<file path="src/io_pkg.sv">
// constants shared by the machine i/o block: register indices, field
// positions, reset values and the state encoding of the output stage.
// assumes a 32-bit apb with byte addresses; each register is one word.
`default_nettype none
package io_pkg;
   localparam int ADDR_W = 8;
   localparam int DATA_W = 32;
   localparam int IDX_W  = 6;
   localparam int BYTE_W = 8;
   localparam int IDX_LSB = 2;
   // register indices; byte address is four times the index
   localparam logic [IDX_W-1:0] REG_IDX_IN_SPACE = 6'h1_0;
   localparam logic [IDX_W-1:0] REG_IDX_FAULT    = 6'h0_f;
   localparam logic [IDX_W-1:0] REG_IDX_DOUT     = 6'h1_0;
   localparam logic [IDX_W-1:0] REG_IDX_CTRL     = 6'h1_1;
   localparam logic [IDX_W-1:0] REG_IDX_INT_STAT = 6'h1_2;
   localparam logic [IDX_W-1:0] REG_IDX_INT_MASK = 6'h1_3;
   localparam logic [IDX_W-1:0] REG_IDX_STATUS   = 6'h1_4;
   // selectable-common input bytes
   localparam int SEL_BYTE0 = 0;
   localparam int SEL_BYTE5 = 5;
   // fault flag byte: bits 0..6 map to output bytes, bit 7 reserved
   localparam logic [BYTE_W-1:0] FAULT_VALID_MASK = 8'h7f;
   // control and status fields
   localparam int CTRL_PG_SEL_BIT = 0;
   localparam logic CTRL_PG_SEL_RST = 1'b0;
   localparam int STAT_COM0_BIT = 0;
   localparam int STAT_COM5_BIT = 1;
   localparam int STAT_OFF_BIT  = 2;
   localparam int STAT_PG_BIT   = 3;
   localparam int INT_SHUT_BIT  = 7;
   localparam logic [BYTE_W-1:0] INT_MASK_RST = 8'h00;
   localparam int SYNC_STAGES = 3;
   typedef enum logic [1:0] {
      ST_RUN = 2'b01,
      ST_OFF = 2'b10
   } out_state_t;
endpackage
`default_nettype wire

</file>
<file path="src/pin_sync.sv">
// three-stage synchroniser with agreement filter for pin inputs.
// assumes inputs are asynchronous to clk; a change is taken once
// the second and third stages agree.
`default_nettype none
module pin_sync #(
   parameter int WIDTH = 1
) (
   input  wire logic             clk,
   input  wire logic             rst_n,
   input  wire logic [WIDTH-1:0] pin,
   output logic      [WIDTH-1:0] level
);
   logic [WIDTH-1:0] s1_q;
   logic [WIDTH-1:0] s2_q;
   logic [WIDTH-1:0] s3_q;
   logic [WIDTH-1:0] level_q;
   wire  [WIDTH-1:0] agree = ~(s2_q ^ s3_q);
   wire  [WIDTH-1:0] level_d = (s2_q & agree) | (level_q & ~agree);

   always_ff @(posedge clk or negedge rst_n) begin
      if (!rst_n) begin
         s1_q    <= '0;
         s2_q    <= '0;
         s3_q    <= '0;
         level_q <= '0;
      end else begin
         s1_q    <= pin;
         s2_q    <= s1_q;
         s3_q    <= s2_q;
         level_q <= level_d;
      end
   end

   assign level = level_q;
endmodule
`default_nettype wire

</file>
<file path="src/io_module_output_fault_input_polarity.sv">
// digital core of a 48-in / 32-out machine i/o module: input polarity,
// per-byte driver protection, fault flag byte and apb register access.
// assumes one clock pclk, async active-low presetn, all pins async.
`default_nettype none
module io_module_output_fault_input_polarity
   import io_pkg::*;
#(
   parameter int IN_BYTES      = 6,
   parameter int OUT_BYTES     = 4,
   parameter bit HAS_PULSE_GEN = 1'b1
) (
   input  wire logic                   pclk,
   input  wire logic                   presetn,
   input  wire logic                   psel,
   input  wire logic                   penable,
   input  wire logic                   pwrite,
   input  wire logic [ADDR_W-1:0]      paddr,
   input  wire logic [DATA_W-1:0]      pwdata,
   output logic      [DATA_W-1:0]      prdata,
   output logic                        pready,
   output logic                        pslverr,
   input  wire logic [IN_BYTES*8-1:0]  din_pin,
   input  wire logic                   input_byte0_common_select,
   input  wire logic                   input_byte5_common_select,
   input  wire logic [OUT_BYTES-1:0]   driver_fault,
   input  wire logic                   system_alarm,
   input  wire logic                   link_fail,
   output logic      [OUT_BYTES*8-1:0] dout,
   output logic                        manual_pulse_generator_active,
   output logic                        irq
);
   localparam int IW = IN_BYTES * 8;
   localparam int OW = OUT_BYTES * 8;
   localparam int SW = IW + 2 + OUT_BYTES + 2;

   // pin synchronisation
   logic [SW-1:0]        sync_level;
   logic [IW-1:0]        din_s;
   logic                 com0_s;
   logic                 com5_s;
   logic [OUT_BYTES-1:0] fault_s;
   logic                 alarm_s;
   logic                 linkf_s;

   pin_sync #(
      .WIDTH (SW)
   ) u_sync (
      .clk   (pclk),
      .rst_n (presetn),
      .pin   ({link_fail, system_alarm, driver_fault,
               input_byte5_common_select, input_byte0_common_select, din_pin}),
      .level (sync_level)
   );

   assign din_s   = sync_level[IW-1:0];
   assign com0_s  = sync_level[IW];
   assign com5_s  = sync_level[IW+1];
   assign fault_s = sync_level[IW+2 +: OUT_BYTES];
   assign alarm_s = sync_level[IW+2+OUT_BYTES];
   assign linkf_s = sync_level[IW+3+OUT_BYTES];

   // input image; a floating input reads zero at the pin, so the
   // xor alone gives zero on fixed bytes and the common level on
   // selectable bytes
   // an open select is sampled at whatever level the pin floats to,
   // so unused inputs of that byte are then undefined
   wire [IW-1:0] invert_mask;
   wire [IW-1:0] din_image;
   wire [OW-1:0] fault_bytes;

   genvar gb;
   generate
      for (gb = 0; gb < IN_BYTES; gb++) begin : g_in
         assign invert_mask[gb*8 +: 8] =
            (gb == SEL_BYTE0) ? {8{com0_s}} :
            (gb == SEL_BYTE5) ? {8{com5_s}} :
            8'h00;
      end
      for (gb = 0; gb < OUT_BYTES; gb++) begin : g_out
         assign fault_bytes[gb*8 +: 8] = {8{fault_s[gb]}};
      end
   endgenerate

   assign din_image = din_s ^ invert_mask;

   // fault flags follow the driver level directly, so a flag drops as
   // soon as protection releases; nothing software writes reaches them
   wire [BYTE_W-1:0] fault_flags =
      BYTE_W'(fault_s) & FAULT_VALID_MASK;

   // output stage state
   out_state_t st_q;
   out_state_t st_d;
   wire        shut = alarm_s | linkf_s;

   always_comb begin
      case (st_q)
         ST_RUN:  st_d = shut ? ST_OFF : ST_RUN;
         ST_OFF:  st_d = shut ? ST_OFF : ST_RUN;
         default: st_d = ST_OFF;
      endcase
   end

   // apb decode
   logic [DATA_W-1:0]    prdata_q;
   logic                 pready_q;
   logic                 pslverr_q;
   logic [OW-1:0]        out_q;
   logic                 pg_sel_q;
   logic [BYTE_W-1:0]    int_stat_q;
   logic [BYTE_W-1:0]    int_mask_q;
   logic [OUT_BYTES-1:0] fault_prev_q;
   logic [OW-1:0]        dout_q;
   logic                 pg_active_q;
   logic                 irq_q;

   wire             setup   = psel & ~penable;
   wire             access  = psel & penable & pready_q;
   wire             wr_en   = access & pwrite;
   wire [IDX_W-1:0] idx     = paddr[ADDR_W-1:IDX_LSB];
   wire             hit_in  = idx < REG_IDX_IN_SPACE;
   wire             hit_din = idx < IDX_W'(IN_BYTES);
   wire [2:0]       idx_in  = idx[2:0];
   wire             hit_out = idx == REG_IDX_DOUT;
   wire             hit_ctl = idx == REG_IDX_CTRL;
   wire             hit_ist = idx == REG_IDX_INT_STAT;
   wire             hit_imk = idx == REG_IDX_INT_MASK;
   wire             hit_sts = idx == REG_IDX_STATUS;
   wire             hit     = hit_in | hit_out | hit_ctl | hit_ist | hit_imk | hit_sts;

   wire [BYTE_W-1:0] status_byte = {4'h0, pg_active_q, st_q == ST_OFF, com5_s, com0_s};

   wire [DATA_W-1:0] rd_mux =
      (hit_din)                ? DATA_W'(din_image[idx_in*8 +: 8]) :
      (idx == REG_IDX_FAULT)   ? DATA_W'(fault_flags) :
      (hit_out)                ? DATA_W'(out_q) :
      (hit_ctl)                ? DATA_W'(pg_sel_q) :
      (hit_ist)                ? DATA_W'(int_stat_q) :
      (hit_imk)                ? DATA_W'(int_mask_q) :
      (hit_sts)                ? DATA_W'(status_byte) :
      '0;

   // writes into input space are dropped silently
   wire wr_out = wr_en & hit_out;
   wire wr_ctl = wr_en & hit_ctl;
   wire wr_ist = wr_en & hit_ist;
   wire wr_imk = wr_en & hit_imk;

   // events: a driver entering protection, outputs forced off
   wire [BYTE_W-1:0] ev_fault = BYTE_W'(fault_s & ~fault_prev_q);
   wire [BYTE_W-1:0] ev_shut  =
      (st_q == ST_RUN && st_d == ST_OFF) ? (8'h01 << INT_SHUT_BIT) : 8'h00;
   wire [BYTE_W-1:0] w1c      = wr_ist ? pwdata[BYTE_W-1:0] : 8'h00;
   wire [BYTE_W-1:0] int_stat_d = (int_stat_q & ~w1c) | ev_fault | ev_shut;

   // each byte is gated only by its own driver; shutdown gates all
   wire [OW-1:0] dout_d =
      (st_q == ST_RUN) ? (out_q & ~fault_bytes) : '0;

   wire pg_active_d = HAS_PULSE_GEN & pg_sel_q;

   always_ff @(posedge pclk or negedge presetn) begin
      if (!presetn) begin
         prdata_q  <= '0;
         pready_q  <= 1'b0;
         pslverr_q <= 1'b0;
      end else begin
         pready_q  <= setup;
         pslverr_q <= setup & ~hit;
         if (setup) begin
            prdata_q <= pwrite ? '0 : rd_mux;
         end
      end
   end

   always_ff @(posedge pclk or negedge presetn) begin
      if (!presetn) begin
         out_q      <= '0;
         pg_sel_q   <= CTRL_PG_SEL_RST;
         int_mask_q <= INT_MASK_RST;
      end else begin
         if (wr_out) begin
            out_q <= pwdata[OW-1:0];
         end
         if (wr_ctl) begin
            pg_sel_q <= pwdata[CTRL_PG_SEL_BIT];
         end
         if (wr_imk) begin
            int_mask_q <= pwdata[BYTE_W-1:0];
         end
      end
   end

   always_ff @(posedge pclk or negedge presetn) begin
      if (!presetn) begin
         st_q         <= ST_RUN;
         int_stat_q   <= '0;
         fault_prev_q <= '0;
         dout_q       <= '0;
         pg_active_q  <= 1'b0;
         irq_q        <= 1'b0;
      end else begin
         st_q         <= st_d;
         int_stat_q   <= int_stat_d;
         fault_prev_q <= fault_s;
         dout_q       <= dout_d;
         pg_active_q  <= pg_active_d;
         irq_q        <= |(int_stat_d & int_mask_q);
      end
   end

   assign prdata                        = prdata_q;
   assign pready                        = pready_q;
   assign pslverr                       = pslverr_q;
   assign dout                          = dout_q;
   assign manual_pulse_generator_active = pg_active_q;
   assign irq                           = irq_q;
endmodule
`default_nettype wire

</file>
<file path="config.mk">
export PLATFORM = sky130hd
export DESIGN_NAME = io_module_output_fault_input_polarity
export DESIGN_NICKNAME = d
export VERILOG_FILES = /design/src/io_pkg.sv /design/src/pin_sync.sv /design/src/io_module_output_fault_input_polarity.sv
export SDC_FILE = /design/constraint.sdc
export NUM_CORES = 1
export LEC_CHECK = 0
export BUFFER_PORTS_ARGS = -buffer_cell sky130_fd_sc_hd__buf_4
export CORE_MARGIN = 5
export CORE_UTILIZATION = 61
export CTS_BUF_LIST = sky130_fd_sc_hd__clkbuf_8
export DETAILED_ROUTE_END_ITERATION = 10
export HOLD_SLACK_MARGIN = 0.1
export PLACE_DENSITY = 0.86
export SETUP_SLACK_MARGIN = 0.1
export SYNTH_ARGS = -nofsm -noshare
export SYNTH_HDL_FRONTEND = slang
export SYNTH_SLANG_ARGS = --single-unit
</file>
<file path="constraint.sdc">
create_clock -name pclk -period 5.4 [get_ports pclk]
set_input_delay 0.27 -clock pclk [delete_from_list [all_inputs] [get_ports pclk]]
set_output_delay 0.27 -clock pclk [all_outputs]
set_load 0.03 [all_outputs]
</file>
# --- Word level (Yosys, flattened, before mapping) ---
# Cells that the tools add are included.
totals:
  reg_bits: 347
  inputBits: 101
  out_inout_bits: 68
classes:
  order_cmp: 2
  eq_ne: 9
  shift: 1
  n_mux: 13
  bitwise: 33
  reduce_logical: 3
op_table:
  columns: ["cell", "count"]
  rows:
  - ["$mux 32", 5]
  - ["$and 56x56->56", 2]
  - ["$not 56->56", 2]
  - ["$or 56x56->56", 1]
  - ["$xor 56x56->56", 1]
  - ["$shiftx 48x7->8", 1]
  - ["$xor 48x48->48", 1]
  - ["$mux 8", 5]
  - ["$and 32x32->32", 1]
  - ["$not 32->32", 1]
  - ["$eq 6x5->1 const B", 5]
  - ["$and 8x8->8", 2]
  - ["$or 8x8->8", 2]
  - ["$and 1x1->1", 9]
  - ["$and 4x8->8", 1]
  - ["$not 4->8", 1]
  - ["$not 8->8", 1]
  - ["$reduce_or 8->1", 1]
  - ["$eq 6x4->1 const B", 1]
  - ["$lt 6x3->1 const B", 1]
  - ["$lt 6x5->1 const B", 1]
  - ["$or 1x1->1", 6]
  - ["$eq 2x2->1 const B", 2]
  - ["$mux 2", 2]
  - ["5 further kinds", 6]

# --- Depth between registers and ports, before layout ---
logic_depth:
  word_depth: 11
  ltp_mapped: 8
  ltp_nobuf: 7

# --- Hierarchy ---
# A second synthesis with hierarchy kept.
hier_totals:
  cells_unflattened: 714
  hier_area_um2: 11721.2
by_module_without_submodules:
  columns: ["mod", "instances", "cells_per_inst", "area_per_inst_um2"]
  rows:
  - ["pin_sync", 1, 280, 6236.0]
  - ["io_module_output_fault_input_polarity", 1, 434, 5485.3]

# --- Worst setup path after synthesis ---
# OpenSTA, ideal clock, no wires.
synth_path:
  path_type: "reg-to-reg"
  from: "register st_q[0]"
  to: "register irq_q (netlist: irq)"
  setup_time_ps: 124
  t_arrival_ps: 1748
  required_time_ps: 5276
  slack_ps: 3528
  stages_incl_launch_ff: 8
  n_path_buf: 0
  path_cell_list: "dfstp_2 inv_1 ha_1 or3_1 and2_1 o21ai_0 nand4_1 a211o_1"
synth_via:
  elab_chain_cells: 9
  elab_cells_between_ends: 10
  classes_between: "eq/ne: 3; mux: 2; bitwise: 2; reduce/logical: 3"
synth_rtl:
  columns: ["item", "line_no", "text"]
  rows:
  - ["start: declaration", "io_module_output_fault_input_polarity.sv:92", "out_state_t st_q;"]
  - ["start signal: assignment", "io_module_output_fault_input_polarity.sv:203", "st_q <= st_d;"]
  - ["$eq 2x2->1 / $eq 2x1->1 (equally long branches)", "io_module_output_fault_input_polarity.sv:97", "case (st_q)"]
  - ["$reduce_or 2->1 (no line) (*)", null, null]
  - ["$mux 2 (*)", null, null]
  - ["named net st_d[1]", "io_module_output_fault_input_polarity.sv:93", "out_state_t st_d;"]
  - ["$eq 2x2->1 (*)", "io_module_output_fault_input_polarity.sv:152", "(st_q == ST_RUN && st_d == ST_OFF) ? (8'h01 << INT_SHUT_BIT) : 8'h00;"]
  - ["$logic_and 1x1->1 (*)", "io_module_output_fault_input_polarity.sv:152", null]
  - ["$mux 8 (*)", "io_module_output_fault_input_polarity.sv:152", null]
  - ["$or 8x8->8 (*)", "io_module_output_fault_input_polarity.sv:154", "wire [BYTE_W-1:0] int_stat_d = (int_stat_q & ~w1c) | ev_fault | ev_shut;"]
  - ["$and 8x8->8 (*)", "io_module_output_fault_input_polarity.sv:208", "irq_q <= |(int_stat_d & int_mask_q);"]
  - ["$reduce_or 8->1 (*)", "io_module_output_fault_input_polarity.sv:208", null]
  - ["end signal: assignment", "io_module_output_fault_input_polarity.sv:208", null]
  - ["end: declaration", "io_module_output_fault_input_polarity.sv:115", "logic irq_q;"]
# The timed path passes the listed nets; every way through them passes the cells marked *.
# A chain may end at the register's enable or synchronous reset.

# --- Worst setup path after layout ---
layout_path:
  from: "input port paddr[7]"
  to: "register prdata_q[24] (netlist: prdata[24])"
layout_via:
  elab_chain_cells: 5
  elab_cells_between_ends: 7
  classes_between: "order compare: 1; eq/ne: 2; mux: 4"
layout_rtl:
  columns: ["item", "line_no", "text"]
  rows:
  - ["start: declaration", "io_module_output_fault_input_polarity.sv:17", "input wire logic [ADDR_W-1:0] paddr,"]
  - ["branches (longest 3 deep; another with $lt 6x3->1)", null, null]
  - ["$mux 32 (*)", "io_module_output_fault_input_polarity.sv:134", "(hit_din) ? DATA_W'(din_image[idx_in*8 +: 8]) :"]
  - ["$mux 32 (*)", "io_module_output_fault_input_polarity.sv:171", "prdata_q <= pwrite ? '0 : rd_mux;"]
  - ["end signal: assignment", "io_module_output_fault_input_polarity.sv:171", null]
  - ["end: declaration", "io_module_output_fault_input_polarity.sv:105", "logic [DATA_W-1:0] prdata_q;"]
# Mark *: on every way between the ends.

==> results.cfg <==
[clock_network]
postCtsSetupRepairBufs = 0
cts_tree = done
htreeDepth = 2
numCtsBuffers = 51
cts_resized = 0
cts.path.max_buffers = 3
root_buffer = clkbuf_8
clock_sinks = 347
cts.reportedPaths.clkPinSlew_ns = 0.06
clkLatencyLatePin_ns = 0.57

[synthesis]
syn_inst = 717
synth_top_area_cell = dfrtp_1
synth-edff-count = 0
synth.cell_area_um2 = 11690
synth-seq-cells = 347
yosysSeqAreaShare_pct = 74.28
netlist.area_leader.share_pct = 74.05
syn_avg_cell_area_um2 = 16.31
ys_async_sr_fraction_pct = 100.0
synthFlopType = dfrtp_1
synth_nets = 820
yosysWarnings = 0
yosys-top-cells-area = dfrtp_1 74%, maj3_1 4.8%, mux2_4 3.9%, a22o_1 1.9%, and2_1 1.8%
ys_types = 46

[timing]
tns_ns = 0
grt_setup_unrepaired = no
period_share_pct = 51.47
finClkSkew_ns = 0.02141
worst_slew_pin_slew_ns = 1.050
report.final.hold_viol_count = 0
setup_viol = 0
slew_viol_final = 0
period_needed_ns = 2.779
fmax_mhz = 359.8
relSlewSlack_pct = 29.99
hold_ws_ns = 0.1717

[setup_path]
r2r-start = st_q[0]$_DFF_PN1_
cp_data_arrival_time_ns = 3.26
reg2reg_slack_ns = 3.29
cp_max_fo = 24
r2r_end = irq$_DFF_PN0_
end_kind = register
startpoint_type = input port
critPathRequiredTime_ns = 5.88
ff2ff_path_depth = 7
path_class = in -> reg

[outcome]
status = completed

[finish]
multiInputGateArea_um2 = 2809
fill_cells = 953
nets = 1110
final_common_cell = dfrtp_1
antenna_cells = 0
final_cell_mix = 346 x dfrtp_1, 169 x buf_4, 91 x dlygate4sd3_1, 66 x clkbuf_8, 56 x maj3_1
syn_to_final_growth_pct = 29.46
layout-drive-gt1-share_pct = 28.83
seq_area_um2 = 8685

[global_route]
first_global_vias = 7654
grt_use_total_pct = 23.85
antenna_found_initial = 0
grt_pass1_wl_um = 41220
grt_max_degree = 161
grt_overflow = 0

[route]
wl_per_cell_um = 20.08
drt-total-wl_um = 25660
drc = 0
drtPass1Iterations = 5
num_vias = 6959
final_antenna_net_count = 0
drt-initial-drc-count = 504
vias_per_cell = 5.445

[placed_design]
portBuffers = 166
dp_hpwl_um = 15050
gp_congestion = 0.8171

[power]
leakage_nw = 7.318
max-vdd-ir-drop_mv = 0.3988
power_density_nw_per_um2 = 352.0

[die]
fp.dieH_um = 148.5
die_area_um2 = 22040
dieWidth_um = 148.5
core-area_um2 = 18770
rows = 50
io_pins = 169
initial_core_util_pct = 62.30

[hold_path]
min_path_type = in -> reg
hp-start = paddr[5]
whs_path_depth = 4
hold_end = prdata[1]$_DFFE_PN0P_

[run]
max_cap_viol_count = 0
==> per-layer routing <==
layer	track usage, %	wire (µm)
met5	0	0
met1	31.46	10490
met4	7.806	520
met3	5.271	1737
met2	39.99	12910
==> stage by stage <==
step                std cells  area, µm²  power, mW  setup WS (ns)  utilization (%)
floorplan                 717      11690      2.942          3.528                -
global placement         1097      13140      3.098          2.752            69.99
detailed placement       1097      13140      3.116          2.725            69.99
CTS                      1278      15140      5.353          2.795            80.65
global route             1278      15140      5.534          2.567            80.65
finish                   1278      15140      5.329          2.621            80.65
==> where the power goes <==
part	leakage (nW)	switching, mW	internal, mW
combinational	2.42	0.161	0.170
sequential	4.28	0.0752	2.72
clock	0.617	0.964	1.24
==> synthesized netlist by cell type (all sizes together), types with 8 or more instances <==
| cell | number |
|---|---|
| dfrtp | 346 |
| and2 | 34 |
| o21ai | 25 |
| a22o | 25 |
| mux2i | 16 |
| xnor2 | 12 |
| buf | 18 |
| mux2 | 42 |
| nor2 | 8 |
| nor2b | 8 |
| inv | 12 |
| a21oi | 19 |
| nand2 | 23 |
| maj3 | 56 |
==> worst max-delay path by stage <==
stage                            startpoint                endpoint  depth (start not counted)
after floorplan           st_q[0]$_DFF_PN1_           irq$_DFF_PN0_                          7
after global placement             paddr[5]  prdata[24]$_DFFE_PN0P_                          5
after detailed placement           paddr[5]  prdata[13]$_DFFE_PN0P_                          5
after CTS                          paddr[7]  prdata[17]$_DFFE_PN0P_                          6
after global routing               paddr[7]  prdata[17]$_DFFE_PN0P_                          6
final                              paddr[7]  prdata[24]$_DFFE_PN0P_                          6
==> logic make-up (layout without fill, tap and decap cells) <==
family	Yosys count	in the layout	share of synthesized area, %
flip-flops	347	347	74.28
AO/OA/AOI/OAI	103	103	6.442
AND/OR/NAND/NOR	98	98	4.997
adder cells (fa/ha/maj)	58	58	5.008
multiplexers	58	58	6.378
buffers and inverters	37	364	1.701
XOR/XNOR	16	16	1.198
==> worst max-delay path: stages <==
cell           delay (ns)
dlygate4sd3_1        0.55
buf_4                0.17
nor3b_4              0.56
and3b_1              0.58
and2_1               0.87
a22o_1               0.25
==> layout make-up <==
class	instances	share of cell area, %
Timing Repair Buffer	262	14.63
Sequential cell	347	57.37
Inverter	12	0.2976
Multi-Input combinational cell	333	18.56
Clock buffer	66	6.001
Tap cell	234	1.934
Clock inverter	24	1.207
==> what timing repair did <==
item                                    in CTS  in global routing
hold buffers                                91                  0
hold endpoints to repair                   216                  0
endpoints found under the setup margin       0                  0
Power figures use the tool's default switching activity.
